**src/core/ea_pkg.sv**
```systemverilog
package ea_pkg;

    // Mode field codes
    localparam logic [2:0] MODE_DREG    = 3'h0;
    localparam logic [2:0] MODE_AREG    = 3'h1;
    localparam logic [2:0] MODE_IND     = 3'h2;
    localparam logic [2:0] MODE_POSTINC = 3'h3;
    localparam logic [2:0] MODE_PREDEC  = 3'h4;
    localparam logic [2:0] MODE_DISP16  = 3'h5;
    localparam logic [2:0] MODE_INDEX8  = 3'h6;
    localparam logic [2:0] MODE_EXT     = 3'h7;

    // Register field codes under the extended mode
    localparam logic [2:0] REG_ABS_W     = 3'h0;
    localparam logic [2:0] REG_ABS_L     = 3'h1;
    localparam logic [2:0] REG_PC_DISP16 = 3'h2;
    localparam logic [2:0] REG_PC_INDEX8 = 3'h3;
    localparam logic [2:0] REG_IMM       = 3'h4;

    // Index extension word layout
    localparam int IDX_AREG_BIT  = 15;
    localparam int IDX_REG_MSB   = 14;
    localparam int IDX_REG_LSB   = 12;
    localparam int IDX_LONG_BIT  = 11;
    localparam int IDX_SCALE_MSB = 10;
    localparam int IDX_SCALE_LSB = 9;
    localparam int MUL_LONG_BIT  = 10;

    // Address offsets
    localparam logic [31:0] PC_EXT_OFFSET   = 32'h0000_0002;
    localparam logic [31:0] LOW_WORD_OFFSET = 32'h0000_0002;
    localparam logic [31:0] LOW_BYTE_OFFSET = 32'h0000_0001;

    // Trap instruction and the multiply-accumulate line
    localparam logic [11:0] TRAP_PATTERN = 12'h4E4;
    localparam int          TRAP_VEC_W   = 4;
    localparam logic [3:0]  MAC_LINE     = 4'hA;

    // Removed operations: mask and pattern per entry
    localparam int REMOVED_N = 8;
    localparam int ROT_REG_ENTRY = 4;
    localparam int MUL64_ENTRY = 7;
    localparam logic [REMOVED_N-1:0][15:0] REMOVED_MASK = {
        16'hFFC0, 16'hF0F8, 16'hFEC0, 16'hF018,
        16'hF8C0, 16'hFFC0, 16'hF1F0, 16'hF1F0};
    localparam logic [REMOVED_N-1:0][15:0] REMOVED_VALUE = {
        16'h4C00, 16'h50C8, 16'hE6C0, 16'hE018,
        16'hE8C0, 16'h4800, 16'h8100, 16'hC100};

    typedef enum logic [3:0] {
        EA_DREG, EA_AREG, EA_IND, EA_POSTINC, EA_PREDEC, EA_DISP16,
        EA_INDEX8, EA_ABS_W, EA_ABS_L, EA_PC_DISP16, EA_PC_INDEX8,
        EA_IMM, EA_INVALID
    } ea_mode_t;

    typedef enum logic [1:0] {
        SIZE_BYTE, SIZE_WORD, SIZE_LONG, SIZE_RSVD
    } op_size_t;

    typedef struct packed {
        logic data;
        logic memory;
        logic control;
        logic alterable;
        logic alt_memory;
        logic data_alt;
    } ea_cat_t;

    typedef struct packed {
        logic        valid;
        logic [15:0] op_word;
        logic [2:0]  mode;
        logic [2:0]  regf;
        op_size_t    size;
        logic [15:0] ext0;
        logic [15:0] ext1;
        logic [31:0] base_value;
        logic [31:0] pc_value;
        logic [31:0] index_value;
    } ea_req_t;

    typedef struct packed {
        logic        valid;
        ea_mode_t    mode;
        logic [2:0]  reg_num;
        ea_cat_t     cat;
        logic [1:0]  ext_words;
        logic [31:0] address;
        logic [31:0] immediate;
        logic        an_update;
        logic [31:0] an_next;
        logic        idx_is_areg;
        logic [2:0]  idx_num;
        logic        bad_scale;
    } ea_result_t;

    typedef struct packed {
        logic [31:0] first_addr;
        logic [15:0] first_part;
        logic [31:0] second_addr;
        logic [15:0] second_part;
        logic        two_parts;
    } mem_layout_t;

endpackage : ea_pkg

```
**src/core/mem_order.sv**
```systemverilog
module mem_order (
    // Operand to place
    input  wire logic [31:0]      addr,
    input  ea_pkg::op_size_t      size,
    input  wire logic [31:0]      data,
    // Placement, most significant part first
    output ea_pkg::mem_layout_t   layout
);

    wire is_long = size == ea_pkg::SIZE_LONG;
    wire is_word = size == ea_pkg::SIZE_WORD;

    // Lower addresses take higher-order parts
    assign layout.first_addr  = addr;
    assign layout.second_addr = is_long ? addr + ea_pkg::LOW_WORD_OFFSET
                                        : addr + ea_pkg::LOW_BYTE_OFFSET;
    assign layout.first_part  = is_long ? data[31:16]
                              : is_word ? {8'h00, data[15:8]}
                              : {8'h00, data[7:0]};
    assign layout.second_part = is_long ? data[15:0]
                              : {8'h00, data[7:0]};
    // A byte fits in one access, the second part is unused
    assign layout.two_parts   = is_long | is_word;

endmodule : mem_order

```
**src/core/ea_mode_decoder.sv**
```systemverilog
module ea_mode_decoder (
    // Clock, reset, enable
    input  wire logic                 clk,
    input  wire logic                 rst,
    input  wire logic                 ce,
    // Operand specifier with register values
    input  ea_pkg::ea_req_t           req,
    input  wire logic [31:0]          store_data,
    // Register source and destination merge
    input  wire logic [31:0]          src_value,
    input  wire logic                 src_is_areg,
    input  wire logic [31:0]          dest_old,
    input  wire logic [31:0]          alu_result,
    input  wire logic                 dest_is_areg,
    input  ea_pkg::op_size_t          reg_size,
    // Status word and flag writes
    input  wire logic [15:0]          status_word,
    input  wire logic                 flags_we,
    input  wire logic [7:0]           flags_wdata,
    // Decode results
    output ea_pkg::ea_result_t        result,
    output ea_pkg::mem_layout_t       layout,
    output logic [31:0]               src_operand,
    output logic [31:0]               dest_merged,
    output logic [7:0]                condition_flags,
    output logic [15:0]               next_status_word,
    output logic                      trap_valid,
    output logic [3:0]                trap_vector,
    output logic                      mac_op,
    output logic                      removed_op
);

    // Mode from the two fields
    function automatic ea_pkg::ea_mode_t decode_mode(
        input logic [2:0] m,
        input logic [2:0] r
    );
        ea_pkg::ea_mode_t md;
        md = ea_pkg::EA_INVALID;
        case (m)
            ea_pkg::MODE_DREG:    md = ea_pkg::EA_DREG;
            ea_pkg::MODE_AREG:    md = ea_pkg::EA_AREG;
            ea_pkg::MODE_IND:     md = ea_pkg::EA_IND;
            ea_pkg::MODE_POSTINC: md = ea_pkg::EA_POSTINC;
            ea_pkg::MODE_PREDEC:  md = ea_pkg::EA_PREDEC;
            ea_pkg::MODE_DISP16:  md = ea_pkg::EA_DISP16;
            ea_pkg::MODE_INDEX8:  md = ea_pkg::EA_INDEX8;
            ea_pkg::MODE_EXT: begin
                case (r)
                    ea_pkg::REG_ABS_W:     md = ea_pkg::EA_ABS_W;
                    ea_pkg::REG_ABS_L:     md = ea_pkg::EA_ABS_L;
                    ea_pkg::REG_PC_DISP16: md = ea_pkg::EA_PC_DISP16;
                    ea_pkg::REG_PC_INDEX8: md = ea_pkg::EA_PC_INDEX8;
                    ea_pkg::REG_IMM:       md = ea_pkg::EA_IMM;
                    default:               md = ea_pkg::EA_INVALID;
                endcase
            end
            default: md = ea_pkg::EA_INVALID;
        endcase
        return md;
    endfunction : decode_mode

    // Base categories as {data, memory, control, alterable}
    function automatic logic [3:0] base_cat(input ea_pkg::ea_mode_t md);
        logic [3:0] c;
        c = 4'h0;
        case (md)
            ea_pkg::EA_DREG:      c = 4'h9;
            ea_pkg::EA_AREG:      c = 4'h1;
            ea_pkg::EA_IND:       c = 4'hF;
            ea_pkg::EA_POSTINC:   c = 4'hD;
            ea_pkg::EA_PREDEC:    c = 4'hD;
            ea_pkg::EA_DISP16:    c = 4'hF;
            ea_pkg::EA_INDEX8:    c = 4'hF;
            ea_pkg::EA_ABS_W:     c = 4'hE;
            ea_pkg::EA_ABS_L:     c = 4'hE;
            ea_pkg::EA_PC_DISP16: c = 4'hE;
            ea_pkg::EA_PC_INDEX8: c = 4'hE;
            ea_pkg::EA_IMM:       c = 4'hC;
            default:              c = 4'h0;
        endcase
        return c;
    endfunction : base_cat

    // Operand size in bytes; reserved code treated as longword
    function automatic logic [31:0] size_bytes(input ea_pkg::op_size_t s);
        logic [31:0] n;
        n = 32'h0000_0004;
        case (s)
            ea_pkg::SIZE_BYTE: n = 32'h0000_0001;
            ea_pkg::SIZE_WORD: n = 32'h0000_0002;
            ea_pkg::SIZE_LONG: n = 32'h0000_0004;
            default:           n = 32'h0000_0004;
        endcase
        return n;
    endfunction : size_bytes

    // Decoded mode and categories
    ea_pkg::ea_mode_t next_mode;
    ea_pkg::ea_cat_t  next_cat;
    logic [3:0]       cat4;

    assign next_mode = decode_mode(req.mode, req.regf);
    assign cat4      = base_cat(next_mode);
    assign next_cat.data       = cat4[3];
    assign next_cat.memory     = cat4[2];
    assign next_cat.control    = cat4[1];
    assign next_cat.alterable  = cat4[0];
    assign next_cat.alt_memory = cat4[0] & cat4[2];
    assign next_cat.data_alt   = cat4[0] & cat4[3];

    // Mode groups used below
    wire is_imm    = next_mode == ea_pkg::EA_IMM;
    wire is_abs_l  = next_mode == ea_pkg::EA_ABS_L;
    wire is_pc     = next_mode == ea_pkg::EA_PC_DISP16
                   | next_mode == ea_pkg::EA_PC_INDEX8;
    wire is_index  = next_mode == ea_pkg::EA_INDEX8
                   | next_mode == ea_pkg::EA_PC_INDEX8;
    wire is_disp16 = next_mode == ea_pkg::EA_DISP16
                   | next_mode == ea_pkg::EA_PC_DISP16;
    wire is_abs_w  = next_mode == ea_pkg::EA_ABS_W;
    wire is_postinc = next_mode == ea_pkg::EA_POSTINC;
    wire is_predec  = next_mode == ea_pkg::EA_PREDEC;
    wire is_long   = req.size == ea_pkg::SIZE_LONG;

    // Extension words that follow the operation word
    wire [1:0] next_ext_words =
        (is_abs_l | (is_imm & is_long)) ? 2'h2
        : (is_imm | is_disp16 | is_index | is_abs_w) ? 2'h1
        : 2'h0;

    // Displacements widened before any addition
    wire [31:0] disp16 = {{16{req.ext0[15]}}, req.ext0};
    wire [31:0] disp8  = {{24{req.ext0[7]}}, req.ext0[7:0]};

    // Index register: either file, word form sign-extended
    wire        idx_is_areg = req.ext0[ea_pkg::IDX_AREG_BIT];
    wire [2:0]  idx_num =
        req.ext0[ea_pkg::IDX_REG_MSB:ea_pkg::IDX_REG_LSB];
    wire [31:0] idx_raw = req.ext0[ea_pkg::IDX_LONG_BIT]
                        ? req.index_value
                        : {{16{req.index_value[15]}}, req.index_value[15:0]};
    wire [1:0]  scale_code =
        req.ext0[ea_pkg::IDX_SCALE_MSB:ea_pkg::IDX_SCALE_LSB];
    // Scale code 11 has no factor; flagged and treated as x1
    wire        bad_scale = is_index & (&scale_code);
    wire [31:0] idx_scaled =
        scale_code == 2'h1 ? {idx_raw[30:0], 1'b0}
        : scale_code == 2'h2 ? {idx_raw[29:0], 2'h0}
        : idx_raw;

    // Base: address register, or PC at the first extension word
    wire [31:0] pc_base = req.pc_value + ea_pkg::PC_EXT_OFFSET;
    wire [31:0] base    = is_pc ? pc_base : req.base_value;
    wire [31:0] step    = size_bytes(req.size);

    // Effective address per mode
    wire [31:0] next_address =
        is_predec ? req.base_value - step
        : is_disp16 ? base + disp16
        : is_index ? base + disp8 + idx_scaled
        : is_abs_w ? disp16
        : is_abs_l ? {req.ext0, req.ext1}
        : req.base_value;

    // Address register write-back for auto-update modes
    wire        next_an_update = is_postinc | is_predec;
    wire [31:0] next_an_next = is_postinc ? req.base_value + step
                                          : req.base_value - step;

    // Immediate from the words after the operation word
    wire [31:0] next_imm =
        req.size == ea_pkg::SIZE_BYTE ? {24'h00_0000, req.ext0[7:0]}
        : req.size == ea_pkg::SIZE_WORD ? {16'h0000, req.ext0}
        : {req.ext0, req.ext1};

    // Register source: address register word is sign-extended
    wire [31:0] next_src =
        reg_size == ea_pkg::SIZE_BYTE ? {24'h00_0000, src_value[7:0]}
        : reg_size == ea_pkg::SIZE_WORD
        ? (src_is_areg ? {{16{src_value[15]}}, src_value[15:0]}
                       : {16'h0000, src_value[15:0]})
        : src_value;

    // Destination: address register takes all bits, data keeps upper
    wire [31:0] next_dest =
        dest_is_areg
          ? (reg_size == ea_pkg::SIZE_WORD
             ? {{16{alu_result[15]}}, alu_result[15:0]}
             : alu_result)
        : reg_size == ea_pkg::SIZE_BYTE
          ? {dest_old[31:8], alu_result[7:0]}
        : reg_size == ea_pkg::SIZE_WORD
          ? {dest_old[31:16], alu_result[15:0]}
        : alu_result;

    // Flags live in the status word's low byte only
    wire [7:0]  next_flags = status_word[7:0];
    wire [15:0] next_sw = flags_we ? {status_word[15:8], flags_wdata}
                                   : status_word;

    // Trap vector field
    wire                  next_trap = req.valid
        & req.op_word[15:4] == ea_pkg::TRAP_PATTERN;
    localparam int TRAP_W = ea_pkg::TRAP_VEC_W;
    wire [TRAP_W-1:0]     next_vec = req.op_word[TRAP_W-1:0];

    // Multiply-accumulate line
    wire next_mac = req.valid
        & req.op_word[15:12] == ea_pkg::MAC_LINE;

    // Removed operation patterns, one matcher per entry
    logic [ea_pkg::REMOVED_N-1:0] removed_hit;
    logic [ea_pkg::REMOVED_N-1:0] removed_qual;
    genvar gi;
    generate
        for (gi = 0; gi < ea_pkg::REMOVED_N; gi++) begin : g_removed
            assign removed_hit[gi] =
                (req.op_word & ea_pkg::REMOVED_MASK[gi])
                == ea_pkg::REMOVED_VALUE[gi];
            // Extra qualifiers keep legal neighbours from matching
            if (gi == ea_pkg::ROT_REG_ENTRY) begin : g_rot
                assign removed_qual[gi] = ~&req.op_word[7:6];
            end else if (gi == ea_pkg::MUL64_ENTRY) begin : g_mul
                assign removed_qual[gi] = req.ext0[ea_pkg::MUL_LONG_BIT];
            end else begin : g_plain
                assign removed_qual[gi] = 1'b1;
            end
        end
    endgenerate
    wire next_removed = req.valid
        & |(removed_hit & removed_qual);

    // Memory placement of the store operand
    ea_pkg::mem_layout_t next_layout;
    mem_order u_mem_order (
        .addr   (next_address),
        .size   (req.size),
        .data   (store_data),
        .layout (next_layout)
    );

    // Assembled decode result
    ea_pkg::ea_result_t next_result;
    assign next_result.valid       = req.valid;
    assign next_result.mode        = next_mode;
    assign next_result.reg_num     = req.regf;
    assign next_result.cat         = next_cat;
    assign next_result.ext_words   = next_ext_words;
    assign next_result.address     = next_address;
    assign next_result.immediate   = next_imm;
    assign next_result.an_update   = req.valid & next_an_update;
    assign next_result.an_next     = next_an_next;
    assign next_result.idx_is_areg = idx_is_areg;
    assign next_result.idx_num     = idx_num;
    assign next_result.bad_scale   = bad_scale;

    // Decode results; held while enable is low
    always_ff @(posedge clk) begin
        if (rst) begin
            result <= '0;
            layout <= '0;
        end else if (ce) begin
            result <= next_result;
            layout <= next_layout;
        end
    end

    // Register merge outputs
    always_ff @(posedge clk) begin
        if (rst) begin
            src_operand <= 32'h0000_0000;
            dest_merged <= 32'h0000_0000;
        end else if (ce) begin
            src_operand <= next_src;
            dest_merged <= next_dest;
        end
    end

    // Status word view
    always_ff @(posedge clk) begin
        if (rst) begin
            condition_flags  <= 8'h00;
            next_status_word <= 16'h0000;
        end else if (ce) begin
            condition_flags  <= next_flags;
            next_status_word <= next_sw;
        end
    end

    // Instruction class flags
    always_ff @(posedge clk) begin
        if (rst) begin
            trap_valid  <= 1'b0;
            trap_vector <= 4'h0;
            mac_op      <= 1'b0;
            removed_op  <= 1'b0;
        end else if (ce) begin
            trap_valid  <= next_trap;
            trap_vector <= next_vec;
            mac_op      <= next_mac;
            removed_op  <= next_removed;
        end
    end

endmodule : ea_mode_decoder

```
**config.mk**
```make
export PLATFORM = sky130hd
export DESIGN_NAME = ea_mode_decoder
export DESIGN_NICKNAME = d
export VERILOG_FILES = /design/src/core/ea_pkg.sv /design/src/core/mem_order.sv /design/src/core/ea_mode_decoder.sv
export SDC_FILE = /design/constraint.sdc
export NUM_CORES = 1
export LEC_CHECK = 0
export ABC_CLOCK_PERIOD_IN_PS = 7300
export BUFFER_PORTS_ARGS = -buffer_cell sky130_fd_sc_hd__buf_2
export CORE_AREA = 8 8 234 236
export DETAILED_ROUTE_END_ITERATION = 10
export DIE_AREA = 0 0 242 244
export PLACE_DENSITY = 0.75
export SLEW_MARGIN = 20
export SYNTH_ARGS = -nofsm -noshare
export SYNTH_HDL_FRONTEND = slang
export SYNTH_SLANG_ARGS = --single-unit
```
**constraint.sdc**
```tcl
create_clock -name clk -period 7.3 [get_ports clk]
set_input_delay 0.73 -clock clk [delete_from_list [all_inputs] [get_ports clk]]
set_output_delay 0.73 -clock clk [all_outputs]
set_load 0.03 [all_outputs]
```
======== After elaboration in Yosys (flattened, before gate mapping) ========
Memories as Yosys holds them, arrays and structs flattened.
Cells that the tools add are included.
storage, ports and cells
  register bits ........................... 278
  memory bits (read-only) ................. 64
  input port bits ......................... 313
  logic and storage cells ................. 128
  memories ................................ 1
cells by class
  add/sub/neg operators ................... 8
  eq/ne operators ......................... 35
  muxes and demuxes ....................... 29
  bitwise logic cells ..................... 18
  reductions and logical operators ........ 8
memories
  memory           words  bits a word  rd ports  clocked after Yosys merged registers in  wr ports  line                   text
  (no name shown)  16     4            1         0                                        0         ea_mode_decoder.sv:67  case (md)
operators by type and width
  cell                                                               number
  32-bit two-way mux                                                 20
  32-bit adder                                                       4
  32-bit by 2-bit adder with 32-bit output, second input constant    2
  32-bit by 1-bit adder with 32-bit output, second input constant    1
  16-bit two-way mux                                                 2
  4-bit case mux with 8 select lines                                 1
  32-bit subtractor                                                  1
  9-bit == test, second input constant                               3
  10-bit by 9-bit == test with 1-bit output, second input constant   2
  4-bit == test, second input constant                               5
  4-bit case mux with 5 select lines                                 1
  4-bit by 3-bit == test with 1-bit output, second input constant    4
  8-bit two-way mux                                                  2
  3-bit == test, second input constant                               5
  12-bit by 11-bit == test with 1-bit output, second input constant  1
  3-bit by 2-bit == test with 1-bit output, second input constant    4
  9-bit by 8-bit == test with 1-bit output, second input constant    1
  1-bit bitwise OR                                                   9
  1-bit bitwise AND                                                  8
  8-bit bitwise AND                                                  1
  8-bit OR reduction                                                 1
  7-bit == test, second input constant                               1
  2-bit by 1-bit == test with 1-bit output, second input constant    3
  3-bit by 1-bit == test with 1-bit output, second input constant    2
  other kinds (10)                                                   14

======== Longest topological paths before layout ========
Gate-level depths: netlist of run 1.
  depth in word-level cells ............... 13
  mapped depth ............................ 26
  gate-level depth less buffers ........... 25

======== Hierarchy ========
A second synthesis of run 1 with hierarchy kept.
second synthesis, totals
  cell total of the unflattened synthesis .. 2803
  area, all modules ....................... 21799.7 um2
modules (own cells, without submodules)
  module           times used  cells each  area an instance (um2)  sequential area each (um2)
  ea_mode_decoder  1           2616        20514.7                 6206.0
  mem_order        1           187         1285.0                  0.0

======== Worst setup path before layout of run 1 ========
No wires, ideal clock.
  path type ............................... input-to-reg
  start point ............................. input port req[132] (netlist bit)
  end point ............................... register layout[48] (netlist bit)
  library setup time ...................... 95 ps
  arrival time ............................ 5753 ps
  required time ........................... 7205 ps
  slack ................................... 1452 ps
  cell stages on the path ................. 20
  buffers on the path ..................... 3
  path through ............................ buf_2 nand2b_1 nor2_1 clkbuf_1 clkbuf_1 o21ai_0 fa_1 ha_1 fa_1 a21o_1 a221oi_1 nand2_1 a21oi_1 xor2_1 o21ai_0 o221ai_1 or4_4 or3_1 or4b_1 o311ai_1
on the way
  cells in the longest elaborated chain, start to end .. 13
RTL lines
  what                                                                                                         line                              text
  from (decl)                                                                                                  ea_mode_decoder.sv:7              input ea_pkg::ea_req_t req,
  3-bit == test, or another cell as far along                                                                  ea_mode_decoder.sv:49             case (r)
  4-bit case mux with 5 select lines (*)                                                                       ea_mode_decoder.sv:49
  4-bit case mux with 8 select lines (*)                                                                       ea_mode_decoder.sv:40             case (m)
  4-bit == test, on equally long branches                                                                      --
  1-bit bitwise OR                                                                                             ea_mode_decoder.sv:116            | next_mode == ea_pkg::EA_PC_INDEX8;
  32-bit two-way mux                                                                                           ea_mode_decoder.sv:154            wire [31:0] base = is_pc ? pc_base : req.base_value;
  32-bit adder (2 in series)                                                                                   ea_mode_decoder.sv:161            : is_index ? base + disp8 + idx_scaled
  32-bit two-way mux                                                                                           ea_mode_decoder.sv:161
  32-bit two-way mux                                                                                           ea_mode_decoder.sv:160            : is_disp16 ? base + disp16
  32-bit two-way mux (*)                                                                                       ea_mode_decoder.sv:159            is_predec ? req.base_value - step
  32-bit by 1-bit adder with 32-bit output / 32-bit by 2-bit adder with 32-bit output (equally long branches)  mem_order.sv:16, mem_order.sv:15
  32-bit two-way mux (*)                                                                                       mem_order.sv:15                   assign layout.second_addr = is_long ? addr + ea_pkg::LOW_WORD_OFFSET
  to (signal assigned)                                                                                         ea_mode_decoder.sv:265            layout <= next_layout;
  to (decl)                                                                                                    ea_mode_decoder.sv:22             output ea_pkg::mem_layout_t layout,
Mark *: on every way between the ends. The rest lies on a longest branch, timed or not.
A chain may end at the register's enable or synchronous reset.

======== Final worst setup path of run 1 ========
  start point ............................. input port req[35] (netlist bit)
  end point ............................... register layout[48] (netlist bit)
on the way
  cells in the longest elaborated chain, start to end .. 9
RTL lines
  what                                                                                                         line                              text
  32-bit by 2-bit adder with 32-bit output (*)                                                                 ea_mode_decoder.sv:153            wire [31:0] pc_base = req.pc_value + ea_pkg::PC_EXT_OFFSET;
  32-bit two-way mux (*)                                                                                       ea_mode_decoder.sv:154
  32-bit adder (2 in series)                                                                                   ea_mode_decoder.sv:161
  32-bit two-way mux                                                                                           ea_mode_decoder.sv:161
  32-bit two-way mux (*)                                                                                       ea_mode_decoder.sv:160
  32-bit two-way mux (*)                                                                                       ea_mode_decoder.sv:159
  32-bit by 1-bit adder with 32-bit output / 32-bit by 2-bit adder with 32-bit output (equally long branches)  mem_order.sv:16, mem_order.sv:15
  32-bit two-way mux (*)                                                                                       mem_order.sv:15
Marked as above.

==> results of run 1 <==
worst max-delay path by stage:
stage / from / endpoint / cells past startpoint
6_report: req[35] / layout[48] / 27
5_1_grt: req[35] / layout[48] / 27
4_1_cts: req[35] / layout[48] / 27
3_5_place_dp: req[35] / layout[48] / 27
3_3_place_gp: req[35] / layout[48] / 27
2_1_floorplan: req[132] / layout[48] / 20
layout by cell type (no fill, tap or decap), types with 40 or more instances in the layout:
master,instances
buf_2,612
nor2_1,358
nand2_1,305
dfxtp_1,278
a21oi_1,208
mux2i_1,150
o21ai_0,136
inv_1,105
nand3_1,93
ha_1,74
xnor2_1,70
xor2_1,66
a211oi_1,55
nor3_1,48
buf_4,42
o211ai_1,40
cells by family (layout without fill, tap and decap cells):
group	count (synthesis)	in the layout
buffers and inverters	348	822
adder cells (fa/ha/maj)	110	110
AND/OR/NAND/NOR	1036	1036
AO/OA/AOI/OAI	752	752
XOR/XNOR	136	136
multiplexers	163	163
flip-flops	278	278
other	0	17
flip-flops by register name, indices dropped and copies added, names as in the netlist:
name and cells:
trap_valid 1, result 86, trap_vector 4, layout 97, condition_flags 8, src_operand 32, mac_op 1, next_status_word 16
removed_op 1, dest_merged 32
final cells by class:
type,count,area [sq um],area share
Clock inverter,20,323,0.0125
Sequential cell,278,5570,0.215
Timing Repair Buffer,657,3430,0.133
Multi-Input combinational cell,2197,14400,0.557
Clock buffer,37,838,0.0324
Antenna cell,17,42.5,0.00164
Tap cell,680,851,0.0329
Inverter,108,408,0.0158
worst min-delay path, stage by stage:
cell	delay, ns
buf_2	0.08
a22oi_1	0.05
nor2_1	0.07
power by group through the flow:
stage	combinational, mW	clock [mW]	sequential, mW
2_1_floorplan	1.17	0	1.91
3_3_place_gp	2.02	0	1.71
3_5_place_dp	2.03	0	1.72
4_1_cts	2.04	1.80	1.69
5_1_grt	2.23	1.86	1.70
6_report	2.07	1.77	1.69
per-layer routing:
layer | part of all wire | global-route usage | wire, um | up-vias
met5 | 0.0015 | 0 | 142 | -
met3 | 0.11 | 0.0778 | 10600 | 170
met2 | 0.43 | 0.458 | 41100 | 1204
met4 | 0.027 | 0.0743 | 2580 | 18
li1 | - | - | - | 11013
met1 | 0.44 | 0.428 | 42000 | 10954
through the flow:
step	util	area, sq um	power (mW)	setup slack, ns
global placement	0.484	24700	3.73	0.622
finish	0.508	25900	5.53	1.10
global route	0.508	25800	5.79	0.699
floorplan	-	21400	3.08	1.45
detailed placement	0.484	24700	3.75	0.595
CTS	0.507	25800	5.52	1.17
==> flow_summary_export.csv, run 1 <==
group,metric,value,unit
yosys,seq_area_frac_synth,0.259,
route,wl_per_cell,24.1,um
yosys,ys_warn_count,0,
yosys,synth-simple-area-share,0.229,
yosys,syn-num-nets,3245,
yosys,synth_area,21400,sq um
route,vias_per_cell,5.85,
yosys,yosys.area.top_type_share,0.259,
worst_setup_path,reg2reg_from,"layout[96]",
yosys,yosys.area.top_type,"dfxtp_1",
sta,worst_slew_pin_slew,1.08,ns
route,vias,23359,
yosys,yosys.area_share.adder,0.0763,
die,die_area,59000,sq um
pwr,leakagePower,11.7,nW
worst_setup_path,cp_num_buf_inv,4,
clock_network,clock_sinks,278,
grt,first_global_vias,21373,
die,die_h,244,um
worst_setup_path,path_common_cell,"and3_1",
die,pin_count,623,
sta,fin_setup_tns,0,ns
yosys,synth_ff_type,"dfxtp_1",
pwr,clockPowerShare,0.320,
sta,report.final.hold_viol_count,0,
worst_setup_path,critPathCaptureType,"flop",
sta,rsz0062_at_grt,"false",
worst_setup_path,slowest_stage,"fa_1",
die,core,50900,sq um
yosys,synth.area.top_cells,"dfxtp_1 (26%), mux2i_1 (7.0%), nor2_1 (6.3%)",
grt,grt_max_degree,178,
clock_network,post_cts_resize_count,0,
clock_network,clock_path_buffers,3,
grt,grt.total_usage,0.303,
final_layout,drive_gt1_frac,0.238,
yosys,netlist_instances,2823,
clock_network,clk_latency,0.59,ns
yosys,synth_edf_count,0,
final_layout,fill_cells,5098,
yosys,synth_cell_types,103,
sta,skew,0,ns
grt,grt_pass1_wl,140000,um
placement,dp_cells,3920,
yosys,synth-compound-area-share,0.233,
worst_setup_path,cp.arrival,6.69,ns
pwr,pwr-share-comb,0.375,
yosys,synth-seq-cells,278,
yosys,synth.top_cells.by_count,"nor2_1 (360), nand2_1 (305), dfxtp_1 (278)",
worst_setup_path,cp.required,7.79,ns
worst_setup_path,worstSetupStartpointType,"primary input",
min_path,hold_start,"store_data[24]",
route,drtAntennaViolNets,0,
die,start_util,0.421,
clock_network,postCtsSetupBuffers,0,
grt,grt_overflow_total,0,
pwr,p_sw_frac,0.387,
route,firstDrtPassIters,5,
sta,max_freq,161,MHz
sta,period_share,0.850,
sta,min_period,6.20,ns
pwr,power_density,214,nW/um^2
yosys,synth_xor_xnor_area_share,0.0555,
route,drt_iter0_markers,2345,
min_path,min-delay-path-class,"in -> reg",
grt,antenna_found_initial,23,
worst_setup_path,timing.rr.end,"layout[96]",
outcome,status,"completed",
sta,holdWs,0.364,ns
final_layout,fin_cells,3994,
final_layout,final_nets,3695,
yosys,synth_top_family_by_area,"compound AO/OA/AOI/OAI gates",
pwr,p_seq_frac,0.305,
yosys,yosysMostFrequentCell,"nor2_1",
yosys,synthMuxAreaShare,0.0768,
min_path,hold_path_depth,3,
final_layout,syn2layout_area_growth,20.6,%
min_path,hold_end,"layout[57]",
worst_setup_path,rr_worst_depth,2,
die,std_cell_rows,83,
placement,dp.final_hpwl,77500,um
sta,setup_viol,0,
job,drv_cap,0,
route,drc_errors,0,
worst_setup_path,critPathKind,"in -> reg",
clock_network,cts-root-buf,"clkbuf_16",
worst_setup_path,rrSetupSlack,6.48,ns
sta,maxSlewViolCount,0,
worst_setup_path,cp_top_family,"simple AND/OR/NAND/NOR gates",
clock_network,cts_buffers,31,
pwr,internal-power,3.39,mW
route,drt_wl_total,96400,um
pwr,ir_worst_vdd,0.193,mV
worst_setup_path,crit_fanout,9,
placement,portBuffers,614,
clock_network,cts.reportedPaths.clkPinSlew,0.07,ns
pwr,power_switching,2.14,mW
clock_network,htreeDepth,1,
clock_network,hold_buffers,0,
clock_network,tritoncts,"built",
sta,slew_headroom,0.277,
worst_setup_path,max_stage_delay,0.53,ns
placement,place_congestion,0.999,
yosys,syn_avg_cell_area,7.60,sq um
yosys,ys_async_sr_fraction,0,
die,die_w,242,um
Note: power is estimated with default switching activity, not from simulation.
==> run 2: changes to the inputs <==
--- a/config.mk
+++ b/config.mk
@@ -5,7 +5,7 @@
 export SDC_FILE = /design/constraint.sdc
 export NUM_CORES = 1
 export LEC_CHECK = 0
-export ABC_CLOCK_PERIOD_IN_PS = 7300
+export ABC_CLOCK_PERIOD_IN_PS = 6100
 export BUFFER_PORTS_ARGS = -buffer_cell sky130_fd_sc_hd__buf_2
 export CORE_AREA = 8 8 234 236
 export DETAILED_ROUTE_END_ITERATION = 10
==> constraint.sdc (replaced) <==
create_clock -name clk -period 6.1 [get_ports clk]
set_input_delay 0.61 -clock clk [delete_from_list [all_inputs] [get_ports clk]]
set_output_delay 0.61 -clock clk [all_outputs]
set_load 0.03 [all_outputs]
==> run 2 against run 1 <==
  * Global-route usage grew 1.0 points
  * Via count grew 2.6%
  * Die area is the same
  * Power grew 23%
  * Highest routed layer unchanged
  * Largest power group unchanged
==> flow_summary_export.csv, run 2 (synthesis gave the netlist of run 1 again) <==
group,metric,value,unit
route,wl_per_cell,24.0,um
min_path,hold_path_depth,3,
min_path,hold_end,"layout[58]",
route,drt_iter0_markers,2215,
die,pin_count,623,
final_layout,final_common_cell,"buf_2",
clock_network,htreeDepth,2,
route,drtAntennaViolNets,0,
sta,period_share,0.927,
clock_network,cts.reportedPaths.clkPinSlew,0.06,ns
die,die_area,59000,sq um
route,vias,23970,
pwr,p_sw_frac,0.386,
grt,grt.total_usage,0.314,
pwr,leakagePower,12.4,nW
worst_setup_path,cp.required,6.55,ns
clock_network,clock_path_buffers,3,
sta,slew_headroom,0.256,
worst_setup_path,rr_worst_depth,2,
worst_setup_path,critPathCaptureType,"flop",
final_layout,drive_gt1_frac,0.270,
placement,place_congestion,1.00,
final_layout,largest_register_ffs,97,
worst_setup_path,critPathKind,"in -> reg",
clock_network,clock_sinks,278,
pwr,internal-power,4.18,mW
route,drc_errors,0,
die,core,50900,sq um
final_layout,final_nets,3846,
final_layout,largest-register,"layout",
worst_setup_path,crit_fanout,4,
sta,skew,0,ns
clock_network,cts-root-buf,"clkbuf_16",
sta,min_period,5.66,ns
die,start_util,0.421,
die,die_h,244,um
outcome,status,"completed",
placement,dp.final_hpwl,80500,um
sta,holdWs,0.296,ns
min_path,hold_start,"store_data[25]",
final_layout,syn2layout_area_growth,25.8,%
pwr,p_seq_frac,0.296,
worst_setup_path,rrSetupSlack,5.25,ns
clock_network,tritoncts,"built",
pwr,power_density,253,nW/um^2
worst_setup_path,timing.rr.end,"result[103]",
worst_setup_path,cp.arrival,6.11,ns
clock_network,hold_buffers,0,
grt,grt_max_degree,169,
placement,portBuffers,614,
sta,fin_ws,0.444,ns
grt,grt_overflow_total,0,
final_layout,final_cell_mix,"buf_2 (612), nor2_1 (358), nand2_1 (305)",
grt,grt_pass1_wl,144000,um
sta,fin_setup_tns,0,ns
route,drt_wl_total,99300,um
clock_network,clk_latency,0.53,ns
sta,worst_slew_pin_slew,1.12,ns
pwr,power_switching,2.63,mW
sta,max_freq,177,MHz
sta,report.final.hold_viol_count,0,
clock_network,post_cts_resize_count,0,
sta,setup_viol,0,
pwr,ir_worst_vdd,0.220,mV
clock_network,postCtsSetupBuffers,0,
placement,dp_slack,-0.156,ns
die,std_cell_rows,83,
grt,antenna_found_initial,18,
sta,rsz0062_at_grt,"false",
job,drv_cap,0,
min_path,min-delay-path-class,"in -> reg",
die,die_w,242,um
final_layout,largestRegisters,"layout x97, result x86",
route,firstDrtPassIters,6,
sta,maxSlewViolCount,0,
pwr,total_power,6.82,mW
worst_setup_path,worstSetupStartpointType,"primary input",
grt,first_global_vias,22356,
clock_network,cts_buffers,35,
pwr,clockPowerShare,0.306,
worst_setup_path,reg2reg_from,"result[103]",
final_layout,postLayoutCoreUtil,0.530,
pwr,pwr-share-comb,0.398,
route,vias_per_cell,5.79,
run 2: cell count changes in the layout (fill, tap and decap cells not counted), moves of 2 or more:
cell and delta:
clkbuf_8 +2, clkbuf_16 +4, clkinvlp_4 -3, bufinv_16 -5, buf_4 +145, clkinv_2 -3, diode_2 -5, clkbuf_1 +8
buf_12 +2
run 2: power by group through the flow:
| stage | registers, mW | clock network (mW) | logic, mW |
|---|---|---|---|
| CTS | 2.02 | 2.12 | 2.67 |
| global placement | 2.05 | 0 | 2.64 |
| floorplan | 2.29 | 0 | 1.40 |
| detailed placement | 2.05 | 0 | 2.66 |
| global route | 2.03 | 2.20 | 2.92 |
| finish | 2.02 | 2.09 | 2.71 |
run 2: metal layers:
| layer | up-vias | GRT usage | share of wire |
|---|---|---|---|
| met5 | - | 0 | 0.00089 |
| met3 | 183 | 0.0833 | 0.10 |
| met1 | 11260 | 0.433 | 0.43 |
| met4 | 12 | 0.0858 | 0.030 |
| li1 | 11291 | - | - |
| met2 | 1224 | 0.479 | 0.43 |
run 2: worst max-delay path by stage:
| stage | startpoint | to | slack, ns | cells past startpoint |
|---|---|---|---|---|
| 2_1_floorplan | req[132] | layout[48] | 0.37 | 20 |
| 3_3_place_gp | req[36] | layout[48] | -0.11 | 24 |
| 3_5_place_dp | req[36] | layout[48] | -0.16 | 24 |
| 4_1_cts | req[36] | layout[48] | 0.40 | 24 |
| 5_1_grt | req[36] | layout[48] | 0.09 | 24 |
| 6_report | req[36] | layout[48] | 0.44 | 27 |
run 2: metrics by stage:
step / std cells / cell area [sq um]
3_5_place_dp: 4067 / 25800
4_1_cts: 4129 / 26900
3_3_place_gp: 4067 / 25800
2_1_floorplan: 2823 / 21400
5_1_grt: 4133 / 27000
6_report: 4141 / 27000
run 2: worst max-delay path, stage by stage:
cell and delay, ns:
buf_2 0.09, and3_1 0.18, and3_1 0.17, and4_1 0.27, and3_1 0.27, and3_1 0.19
and2_1 0.18, nand3_1 0.13, nor2_1 0.13, xnor2_1 0.08, nand2_1 0.08, o21ai_0 0.12
fa_1 0.50, inv_1 0.04, ha_1 0.29, nand4_1 0.11, nor3_1 0.19, inv_1 0.07
a2111oi_0 0.36, buf_4 0.18, nor3_2 0.06, or4_1 0.42, and3_1 0.16, a31oi_1 0.39
nand4_1 0.21, or4b_1 0.55, o311ai_1 0.09
run 2: cell type report:
| class | count | area, sq um |
|---|---|---|
| Clock buffer | 51 | 996 |
| Antenna cell | 12 | 30.0 |
| Inverter | 108 | 408 |
| Timing Repair Buffer | 804 | 4560 |
| Clock inverter | 11 | 159 |
| Multi-Input combinational cell | 2197 | 14400 |
| Tap cell | 680 | 851 |
| Fill cell | 5031 | 23900 |
| Sequential cell | 278 | 5570 |
